==> src/rtl/crc_regs_pkg.sv <==
package crc_regs_pkg;

  // ----------------------------------------------------------------
  // Widths and timing
  // ----------------------------------------------------------------
  localparam int DATA_W = 8;
  localparam int ADDR_W = 4;
  localparam int CRC_W = 16;
  localparam int COUNT_W = 5;
  localparam logic [COUNT_W-1:0] SHIFT_STEPS = 5'h10;
  localparam logic [COUNT_W-1:0] COUNT_ZERO = 5'h00;

  // ----------------------------------------------------------------
  // Register offsets
  // ----------------------------------------------------------------
  localparam logic [ADDR_W-1:0] OFF_INPUT_LOW = 4'h0;
  localparam logic [ADDR_W-1:0] OFF_INPUT_HIGH = 4'h1;
  localparam logic [ADDR_W-1:0] OFF_RESULT_LOW = 4'h2;
  localparam logic [ADDR_W-1:0] OFF_RESULT_HIGH = 4'h3;
  localparam logic [ADDR_W-1:0] OFF_SHIFT_LOW = 4'h4;
  localparam logic [ADDR_W-1:0] OFF_SHIFT_HIGH = 4'h5;
  localparam logic [ADDR_W-1:0] OFF_POLY_LOW = 4'h6;
  localparam logic [ADDR_W-1:0] OFF_POLY_HIGH = 4'h7;
  localparam logic [ADDR_W-1:0] OFF_STATUS = 4'h8;

  // ----------------------------------------------------------------
  // Field positions and reset values
  // ----------------------------------------------------------------
  localparam int STATUS_BUSY_BIT = 0;
  localparam int POLY_CONST_BIT = 0;
  localparam logic [DATA_W-1:0] BYTE_RESET = 8'h00;
  localparam logic [DATA_W-1:0] BYTE_ZERO = 8'h00;
  localparam logic [CRC_W-1:0] WORD_RESET = 16'h0000;

  typedef struct packed {
    logic wr;
    logic rd;
    logic [ADDR_W-1:0] addr;
    logic [DATA_W-1:0] wdata;
  } bus_req_type;

  typedef enum logic [0:0] {
    SHIFT_IDLE,
    SHIFT_RUN
  } shift_state_type;

endpackage

==> src/rtl/crc_shift_engine.sv <==
`timescale 1ns/10ps
module crc_shift_engine
#(
  parameter int WIDTH = crc_regs_pkg::CRC_W
)
(
  input wire logic clk, // System clock
  input wire logic rst_n, // Asynchronous reset, active low
  input wire logic load, // Load strobe for the shifter
  input wire logic [WIDTH-1:0] load_word, // Word to load
  input wire logic [WIDTH-1:0] result_now, // Current result value
  input wire logic [WIDTH-1:0] poly_terms, // Term enables, bit 0 ignored
  output logic [WIDTH-1:0] shifter, // Shifter contents
  output logic [WIDTH-1:0] result_step, // Result after one step
  output logic step, // High while a step is taken
  output logic busy // Shifting in progress
);

  // ----------------------------------------------------------------
  // Shift state
  // ----------------------------------------------------------------
  crc_regs_pkg::shift_state_type state;
  logic [crc_regs_pkg::COUNT_W-1:0] count;
  wire feedback;
  wire [WIDTH-1:0] poly_full;
  wire last_step;

  assign step = (state == crc_regs_pkg::SHIFT_RUN);
  assign busy = step;
  assign last_step = (count == crc_regs_pkg::SHIFT_STEPS - 5'h01);
  assign feedback = shifter[WIDTH-1] ^ result_now[WIDTH-1];
  assign poly_full = {poly_terms[WIDTH-1:1], 1'b1};

  // ----------------------------------------------------------------
  // Feedback network
  // ----------------------------------------------------------------
  assign result_step[0] = feedback;
  genvar i;
  generate
    for (i = 1; i < WIDTH; i++)
    begin : g_tap
      assign result_step[i] = result_now[i-1] ^ (feedback & poly_full[i]);
    end
  endgenerate

  // A new load restarts the count, so a late write is never half mixed
  always_ff @(posedge clk or negedge rst_n)
  begin
    if (!rst_n)
    begin
      state <= crc_regs_pkg::SHIFT_IDLE;
      count <= crc_regs_pkg::COUNT_ZERO;
      shifter <= crc_regs_pkg::WORD_RESET;
    end
    else if (load)
    begin
      state <= crc_regs_pkg::SHIFT_RUN;
      count <= crc_regs_pkg::COUNT_ZERO;
      shifter <= load_word;
    end
    else
    begin
      case (state)
        crc_regs_pkg::SHIFT_IDLE:
        begin
          count <= crc_regs_pkg::COUNT_ZERO;
        end
        crc_regs_pkg::SHIFT_RUN:
        begin
          shifter <= {shifter[WIDTH-2:0], 1'b0};
          count <= count + 5'h01;
          if (last_step)
          begin
            state <= crc_regs_pkg::SHIFT_IDLE;
          end
        end
        default:
        begin
          state <= crc_regs_pkg::SHIFT_IDLE;
        end
      endcase
    end
  end

endmodule

==> src/rtl/crc_register_interface.sv <==
`timescale 1ns/10ps
module crc_register_interface
(
  input wire logic clk, // System clock, 40 MHz
  input wire logic rst_n, // Asynchronous reset, active low
  input wire logic [crc_regs_pkg::ADDR_W-1:0] addr, // Register address
  input wire logic [crc_regs_pkg::DATA_W-1:0] wdata, // Write data
  input wire logic wr, // Write strobe
  input wire logic rd, // Read strobe
  output logic [crc_regs_pkg::DATA_W-1:0] rdata, // Read data, next cycle
  output logic shift_busy // Shifter still stepping
);

  // ----------------------------------------------------------------
  // Request bundle and decoding
  // ----------------------------------------------------------------
  crc_regs_pkg::bus_req_type req;

  assign req.wr = wr;
  assign req.rd = rd;
  assign req.addr = addr;
  assign req.wdata = wdata;

  function automatic logic hit
  (
    input crc_regs_pkg::bus_req_type r,
    input logic [crc_regs_pkg::ADDR_W-1:0] off
  );
    hit = (r.addr == off);
  endfunction

  wire wr_input_low;
  wire wr_input_high;
  wire wr_result_low;
  wire wr_result_high;
  wire wr_poly_low;
  wire wr_poly_high;

  assign wr_input_low = req.wr & hit(req, crc_regs_pkg::OFF_INPUT_LOW);
  assign wr_input_high = req.wr & hit(req, crc_regs_pkg::OFF_INPUT_HIGH);
  assign wr_result_low = req.wr & hit(req, crc_regs_pkg::OFF_RESULT_LOW);
  assign wr_result_high = req.wr & hit(req, crc_regs_pkg::OFF_RESULT_HIGH);
  assign wr_poly_low = req.wr & hit(req, crc_regs_pkg::OFF_POLY_LOW);
  assign wr_poly_high = req.wr & hit(req, crc_regs_pkg::OFF_POLY_HIGH);

  // ----------------------------------------------------------------
  // Storage
  // ----------------------------------------------------------------
  logic [crc_regs_pkg::DATA_W-1:0] crc_input_high;
  logic [crc_regs_pkg::DATA_W-1:0] crc_input_low;
  logic [crc_regs_pkg::DATA_W-1:0] crc_result_high;
  logic [crc_regs_pkg::DATA_W-1:0] crc_result_low;
  logic [crc_regs_pkg::DATA_W-1:0] crc_poly_terms_high;
  logic [crc_regs_pkg::DATA_W-1:1] crc_poly_terms_low;

  wire [crc_regs_pkg::CRC_W-1:0] input_word;
  wire [crc_regs_pkg::CRC_W-1:0] load_word;
  wire [crc_regs_pkg::CRC_W-1:0] running_result;
  wire [crc_regs_pkg::CRC_W-1:0] poly_terms;
  wire [crc_regs_pkg::CRC_W-1:0] shifter;
  wire [crc_regs_pkg::CRC_W-1:0] result_step;
  wire step;
  wire busy;

  assign input_word = {crc_input_high, crc_input_low};
  assign running_result = {crc_result_high, crc_result_low};
  assign poly_terms = {crc_poly_terms_high, crc_poly_terms_low, 1'b0};

  // The low byte write carries its own data straight to the shifter, so
  // the load sees the new byte in the same cycle it is written
  assign load_word = {crc_input_high, req.wdata};

  // ----------------------------------------------------------------
  // Shift engine
  // ----------------------------------------------------------------
  crc_shift_engine #(
    .WIDTH(crc_regs_pkg::CRC_W)
  ) u_engine (
    .clk(clk),
    .rst_n(rst_n),
    .load(wr_input_low),
    .load_word(load_word),
    .result_now(running_result),
    .poly_terms(poly_terms),
    .shifter(shifter),
    .result_step(result_step),
    .step(step),
    .busy(busy)
  );

  assign shift_busy = busy;

  // ----------------------------------------------------------------
  // Input word
  // ----------------------------------------------------------------
  // Reset value is arbitrary to software; zero keeps the state defined
  always_ff @(posedge clk or negedge rst_n)
  begin
    if (!rst_n)
    begin
      crc_input_high <= crc_regs_pkg::BYTE_RESET;
      crc_input_low <= crc_regs_pkg::BYTE_RESET;
    end
    else
    begin
      if (wr_input_high)
      begin
        crc_input_high <= req.wdata;
      end
      if (wr_input_low)
      begin
        crc_input_low <= req.wdata;
      end
    end
  end

  // ----------------------------------------------------------------
  // Running result
  // ----------------------------------------------------------------
  // A software write to a byte beats a shift step on that byte; the
  // other byte still takes the step, so software should write only
  // while the shifter is idle
  wire [crc_regs_pkg::DATA_W-1:0] next_result_high;
  wire [crc_regs_pkg::DATA_W-1:0] next_result_low;

  assign next_result_high = wr_result_high ? req.wdata :
                            step ? result_step[15:8] :
                            crc_result_high;
  assign next_result_low = wr_result_low ? req.wdata :
                           step ? result_step[7:0] :
                           crc_result_low;

  always_ff @(posedge clk or negedge rst_n)
  begin
    if (!rst_n)
    begin
      crc_result_high <= crc_regs_pkg::BYTE_RESET;
      crc_result_low <= crc_regs_pkg::BYTE_RESET;
    end
    else
    begin
      crc_result_high <= next_result_high;
      crc_result_low <= next_result_low;
    end
  end

  // ----------------------------------------------------------------
  // Polynomial term enables
  // ----------------------------------------------------------------
  always_ff @(posedge clk or negedge rst_n)
  begin
    if (!rst_n)
    begin
      crc_poly_terms_high <= crc_regs_pkg::BYTE_RESET;
      crc_poly_terms_low <= crc_regs_pkg::BYTE_RESET[7:1];
    end
    else
    begin
      if (wr_poly_high)
      begin
        crc_poly_terms_high <= req.wdata;
      end
      if (wr_poly_low)
      begin
        crc_poly_terms_low <= req.wdata[7:1];
      end
    end
  end

  // ----------------------------------------------------------------
  // Read path
  // ----------------------------------------------------------------
  // Shifter bytes have no write decode at all, so writes there vanish
  logic [crc_regs_pkg::DATA_W-1:0] read_mux;
  logic [crc_regs_pkg::DATA_W-1:0] status_byte;
  logic [crc_regs_pkg::DATA_W-1:0] next_rdata;

  always_comb
  begin
    status_byte = crc_regs_pkg::BYTE_ZERO;
    status_byte[crc_regs_pkg::STATUS_BUSY_BIT] = busy;
  end

  always_comb
  begin
    case (req.addr)
      crc_regs_pkg::OFF_INPUT_LOW:
        read_mux = crc_input_low;
      crc_regs_pkg::OFF_INPUT_HIGH:
        read_mux = crc_input_high;
      crc_regs_pkg::OFF_RESULT_LOW:
        read_mux = crc_result_low;
      crc_regs_pkg::OFF_RESULT_HIGH:
        read_mux = crc_result_high;
      crc_regs_pkg::OFF_SHIFT_LOW:
        read_mux = shifter[7:0];
      crc_regs_pkg::OFF_SHIFT_HIGH:
        read_mux = shifter[15:8];
      crc_regs_pkg::OFF_POLY_LOW:
        read_mux = {crc_poly_terms_low, 1'b0};
      crc_regs_pkg::OFF_POLY_HIGH:
        read_mux = crc_poly_terms_high;
      crc_regs_pkg::OFF_STATUS:
        read_mux = status_byte;
      default:
        read_mux = crc_regs_pkg::BYTE_ZERO;
    endcase
  end

  // Data stands only in the cycle after the strobe, zero otherwise
  assign next_rdata = req.rd ? read_mux : crc_regs_pkg::BYTE_ZERO;

  always_ff @(posedge clk or negedge rst_n)
  begin
    if (!rst_n)
    begin
      rdata <= crc_regs_pkg::BYTE_ZERO;
    end
    else
    begin
      rdata <= next_rdata;
    end
  end

endmodule

==> config.mk <==
export PLATFORM = sky130hd
export DESIGN_NAME = crc_register_interface
export DESIGN_NICKNAME = d
export VERILOG_FILES = /design/src/rtl/crc_regs_pkg.sv /design/src/rtl/crc_shift_engine.sv /design/src/rtl/crc_register_interface.sv
export SDC_FILE = /design/constraint.sdc
export NUM_CORES = 1
export LEC_CHECK = 0
export BUFFER_PORTS_ARGS = -buffer_cell sky130_fd_sc_hd__buf_2
export CORE_UTILIZATION = 40
export CTS_CLUSTER_SIZE = 25
export DETAILED_ROUTE_END_ITERATION = 10
export RECOVER_POWER = 25
export SYNTH_ARGS = -nofsm -noshare
export SYNTH_HDL_FRONTEND = slang
export SYNTH_HIERARCHICAL = 1
export SYNTH_SLANG_ARGS = --single-unit
==> constraint.sdc <==
create_clock -name clk -period 1.96 [get_ports clk]
set_input_delay 0.098 -clock clk [delete_from_list [all_inputs] [get_ports clk]]
set_output_delay 0.098 -clock clk [all_outputs]
set_load 0.01 [all_outputs]
==> results of run 1 <==
metrics by stage:
| step | cells | util | total power [W] | setup slack (ns) | hold WS [ns] |
|---|---|---|---|---|---|
| 3_3_place_gp | 498 | 0.446 | 0.00450 | 0.316 | 0.106 |
| 5_1_grt | 515 | 0.467 | 0.00612 | 0.248 | 0.0544 |
| 6_report | 515 | 0.467 | 0.00576 | 0.307 | 0.0543 |
| 2_1_floorplan | 347 | - | 0.00409 | 0.320 | -0.198 |
| 3_5_place_dp | 498 | 0.446 | 0.00457 | 0.305 | 0.114 |
| 4_1_cts | 515 | 0.467 | 0.00579 | 0.318 | 0.0408 |
cells in the final DEF (no fill, tap or decap), types with 7 or more instances in the layout:
cell type  instances
a21oi_1            7
or4bb_1            7
o22ai_1            8
dfrtp_1           76
o31a_1             8
buf_2             23
mux2i_1           39
nand4b_1           7
o21ai_0           15
buf_4             17
nor2_1            14
nand2_1           31
clkbuf_8          10
mux2_2            62
xnor2_1           16
power by group through the flow:
stage	Combinational (W)	Sequential, W	Clock (W)
floorplan	0.00169	0.00240	0
global placement	0.00191	0.00259	0
detailed placement	0.00197	0.00259	0
CTS	0.00198	0.00256	0.00126
global route	0.00218	0.00263	0.00131
finish	0.00198	0.00255	0.00123
repair_timing:
action                                  4_1_cts  5_1_grt
endpoints found under the hold margin        37        0
endpoints found under the setup margin        0        0
hold buffers                                  1        0
setup buffers                                 0        0
per-layer routing:
metal,track usage,vias to the layer above,share of wire
met2,0.297,72,0.43
met1,0.299,1381,0.49
li1,-,1303,-
met5,0,-,0
met3,0.0356,22,0.043
met4,0.0910,0,0.033
critical path, cell delays in order, from the launching register on:
cell	delay (ns)
dfrtp_1	0.43
xor2_2	0.18
buf_4	0.20
nand2_1	0.08
xnor2_1	0.13
mux2_2	0.26
mux2_2	0.26
cell type report:
type,instances,area [µm²]
flip-flops and latches,77,1930
repair buffers,43,263
fillers,905,5260
clock inverters,5,58.8
clock buffers,11,141
multi-input cells,241,2030
well taps,133,166
inverters,5,18.8
worst min path at each step:
stage,startpoint,slack (ns),cells past startpoint,to
floorplan,rst_n,-0.20,0,crc_input_high[0]
global placement,rst_n,0.11,1,crc_input_low[5]
detailed placement,rst_n,0.11,1,u_engine/shifter[5]
CTS,wdata[1],0.04,3,u_engine/shifter[1]
global route,wdata[4],0.05,3,u_engine/shifter[4]
finish,wdata[4],0.05,3,u_engine/shifter[4]
state kept, by name, indices dropped and copies added (netlist names):
name                 cells
crc_result_low           8
u_engine/count           5
rdata                    8
crc_result_high          8
u_engine/shifter        16
crc_poly_terms_low       7
crc_input_low            8
crc_input_high           8
u_engine/busy            1
crc_poly_terms_high      8
==> results.yml, run 1 <==
cells_and_area:
  final_cell_area_mm2: 0.00460
  syn2layout_area_growth_pct: 11.8
  antenna_cells: 0
  final_nets: 395
  final_layout_size_suffix_gt1_frac: 0.340
sta:
  setup_violations: 0
  tns_ns: 0
  skew_ns: 0.0109
  worstMarginPinSlew_ns: 1.00
  finalHoldViolCount: 0
  maxSlewViolCount: 0
  period_needed_ns: 1.65
  slew_headroom: 0.332
  finalCritPeriodShare: 0.844
  max_freq_mhz: 605
  rsz0062_at_grt: "false"
clock_network:
  cts_resized: 0
  htreeDepth: 3
  root_buffer: "clkbuf_8"
  clkSinkCount: 77
  cts_max_path_buffers: 2
  cts_buffers: 9
  clk-insertion-delay-late_ns: 0.35
  cts_tree: "yes"
  clk_pin_slew_ns: 0.08
critical_path:
  critical_path.max_fanout: 10
  cp-endpoint: "crc_result_high[7]"
  crit_arrival_ns: 1.88
  cp-start-kind: "flop"
  r2r_start: "crc_result_high[7]"
  reg2reg_depth: 6
  r2r_end: "crc_result_high[7]"
  cp-startpoint: "crc_result_high[7]"
  end_kind: "flop"
  r2r_slack_ns: 0.31
  required_ns: 2.19
  critPathKind: "flop to flop"
power:
  p_comb_frac: 0.343
  power_frac_clock: 0.214
  p_per_area_mw_per_mm2: 1250
  power_frac_seq: 0.443
  power.switching_w: 0.00186
  p_int_w: 0.00390
  p_leak_nw: 2.08
  ir_drop_uv: 520
  netSwitchingFraction: 0.323
placement:
  numPortBuffers: 24
  dp_hpwl_um: 6780
  placed_cell_area_mm2: 0.00440
  place.gp.congestion: 0.777
grt:
  grt_pass1_vias: 2773
  grtUsageTotal: 0.205
  grt_antenna_before_repair: 0
  overflow: 0
  grt_pass1_wl_um: 15800
  grt_max_degree: 41
route:
  vias: 2778
  wire_per_inst_um: 19.2
  viasPerCell: 5.39
  first_iter_violations: 111
  finalWirelength_um: 9880
  dr.pass1.iters: 4
  ant_nets: 0
  drc_errors: 0
synth:
  syn_area_mm2: 0.00412
  syn-num-nets: 365
  syn_inst: 347
  syn_avg_cell_area_um2: 11.9
  yosysWarnings: 6
die:
  die-area_mm2: 0.0107
  rows: 36
  core_mm2: 0.00986
  die_w_um: 103
  start_util: 0.418
  die_height_um: 103
  ios: 25
outcome:
  status: "complete, no violations"
run:
  maxCapViolations: 0
hold_path:
  hold_path_class: "primary input to flop"
Power figures use the tool's default switching activity.
==> run 2, diff against run 1 <==
clock period = 1.5 ns   (was 1.96 ns; I/O delays follow)
==> run 2 against run 1 <==
Effect of this change: the flow now finishes with violations (negative setup slack); first-iteration DRC count down 7.2%; core utilization up 2.3 points; combinational power up 51%; clock skew up 0.0048 ns; critical path type unchanged; via count up 0.90%; non-clock buffer count up 15; clock power up 34%; register-to-register slack worse by 0.44 ns; largest power group unchanged; sequential share of layout area down 2.0 points; final cell count up 2.9%; worst hold slack worse by 0.025 ns.
==> results.yml, run 2 (synthesized netlist as in run 1, its figures left out) <==
critical_path:
  crit_arrival_ns: 1.88
  slowest_delay_ns: 0.41
  critical_path.max_fanout: 8
  r2r_end: "crc_result_high[2]"
  cp-startpoint: "crc_result_high[7]"
  end_kind: "flop"
  cp-start-kind: "flop"
  r2r_slack_ns: -0.14
  slowest_stage: "dfrtp_1"
  critPathKind: "flop to flop"
  required_ns: 1.74
  crit_chain: "xor2_2, buf_6, nand2_2, xnor2_1, mux2_4, mux2_4"
  cp_common_cell: "mux2_4"
  r2r_start: "crc_result_high[7]"
  reg2reg_depth: 6
route:
  first_iter_violations: 103
  finalWirelength_um: 9900
  vias: 2803
  viasPerCell: 5.29
  dr.pass1.iters: 4
  ant_nets: 0
  drc_errors: 0
  wire_per_inst_um: 18.7
cells_and_area:
  layout_common_cells: "dfrtp_1 (76), mux2_2 (52), mux2i_1 (39)"
  final_common_cell: "dfrtp_1"
  final_nets: 410
  syn2layout_area_growth_pct: 17.3
  seq_area_mm2: 0.00193
  multi_input_area_mm2: 0.00207
  layout.cells.non_filler: 530
  fill_cells: 889
  largest_reg_flops: 16
  largest-register: "u_engine/shifter"
  antenna_cells: 0
  final_layout_size_suffix_gt1_frac: 0.378
clock_network:
  post_cts.repair.setup_buffers: 0
  cts_buffers: 9
  htreeDepth: 3
  clk-insertion-delay-late_ns: 0.36
  clk_pin_slew_ns: 0.09
  root_buffer: "clkbuf_8"
  clkSinkCount: 77
  cts_tree: "yes"
  cts_max_path_buffers: 2
outcome:
  status: "finished with violations"
  failed_checks: "negative setup slack"
hold_path:
  min_path_cells: 3
  hold_path_end: "u_engine/shifter[2]"
  hold_path_class: "primary input to flop"
  worstHoldStart: "wdata[2]"
sta:
  slew_headroom: 0.390
  finalCritPeriodShare: 1.09
  maxSlewViolCount: 0
  skew_ns: 0.0157
  setup_ws_ns: -0.138
  rsz0062_at_grt: "true"
  finalHoldViolCount: 0
  setup_violations: 15
  max_freq_mhz: 611
  tns_ns: -1.43
  period_needed_ns: 1.64
  worstMarginPinSlew_ns: 0.914
grt:
  busiest_layer: "met2"
  grt_pass1_wl_um: 15800
  grtUsageTotal: 0.204
  grt_pass1_vias: 2849
  grt_max_degree: 38
  overflow: 0
  met2_usage: 0.325
  grt_antenna_before_repair: 0
  use_met1: 0.282
  gr-usage-met3: 0.0343
die:
  die-area_mm2: 0.0107
  die_w_um: 103
  start_util: 0.418
  ios: 25
  die_height_um: 103
  rows: 36
  core_mm2: 0.00986
power:
  ir_drop_uv: 733
  p_leak_nw: 2.22
  p_per_area_mw_per_mm2: 1640
placement:
  numPortBuffers: 24
  dp_hpwl_um: 6940
  place.gp.congestion: 0.783
  dp_cells: 513
run:
  maxCapViolations: 0
-- run 2: cell type report --
type / instances / area share
clock buffers: 10 / 0.0285
clock inverters: 6 / 0.0148
inverters: 5 / 0.00388
multi-input cells: 241 / 0.429
flip-flops and latches: 77 / 0.399
well taps: 133 / 0.0344
repair buffers: 58 / 0.0901
-- run 2: report_power, final --
part / leakage (nW) / internal [W] / switching, W / total [W]
Combinational: 1.16 / 0.00183 / 0.00115 / 0.00298
Clock: 0.0991 / 0.000825 / 0.000820 / 0.00165
Sequential: 0.967 / 0.00272 / 0.000576 / 0.00330
-- run 2: critical path, delay by kind of cell, from the launching register on --
family / cells / cell delay [ns]
AND/OR/NAND/NOR: 1 / 0.06
XOR/XNOR: 2 / 0.36
multiplexers: 2 / 0.54
buffers and inverters: 1 / 0.16
flip-flops: 1 / 0.41
-- run 2: worst max-delay path by stage --
| stage | to | cells past startpoint | slack, ns |
|---|---|---|---|
| floorplan | crc_result_low[7] | 6 | -0.14 |
| global placement | crc_result_high[5] | 6 | -0.07 |
| detailed placement | crc_result_high[2] | 6 | -0.09 |
| CTS | crc_result_high[2] | 6 | -0.11 |
| global route | crc_result_high[2] | 6 | -0.19 |
| finish | crc_result_high[2] | 6 | -0.14 |
-- run 2: what timing repair did --
item                                   4_1_cts  5_1_grt
endpoints found under the hold margin       34        0
pin swaps                                    4        2
hold buffers                                 1        0
setup endpoints to repair                   15       15
gates resized for setup                     10        6
-- run 2: metal layers --
metal	vias to the layer above	share of wire
met2	58	0.47
met5	-	0
li1	1325	-
met4	0	0.018
met3	18	0.033
met1	1402	0.48
-- run 2: metrics by stage --
stage          hold WS [ns]  utilization  setup slack [ns]  cell area, µm²  total power (W)
2_1_floorplan        -0.221            -            -0.137            4130          0.00537
3_3_place_gp         0.0766        0.464           -0.0666            4570          0.00596
3_5_place_dp         0.0772        0.464           -0.0932            4570          0.00606
4_1_cts              0.0243        0.489            -0.107            4830          0.00789
5_1_grt              0.0332        0.490            -0.187            4830          0.00841
6_report             0.0292        0.490            -0.138            4830          0.00793
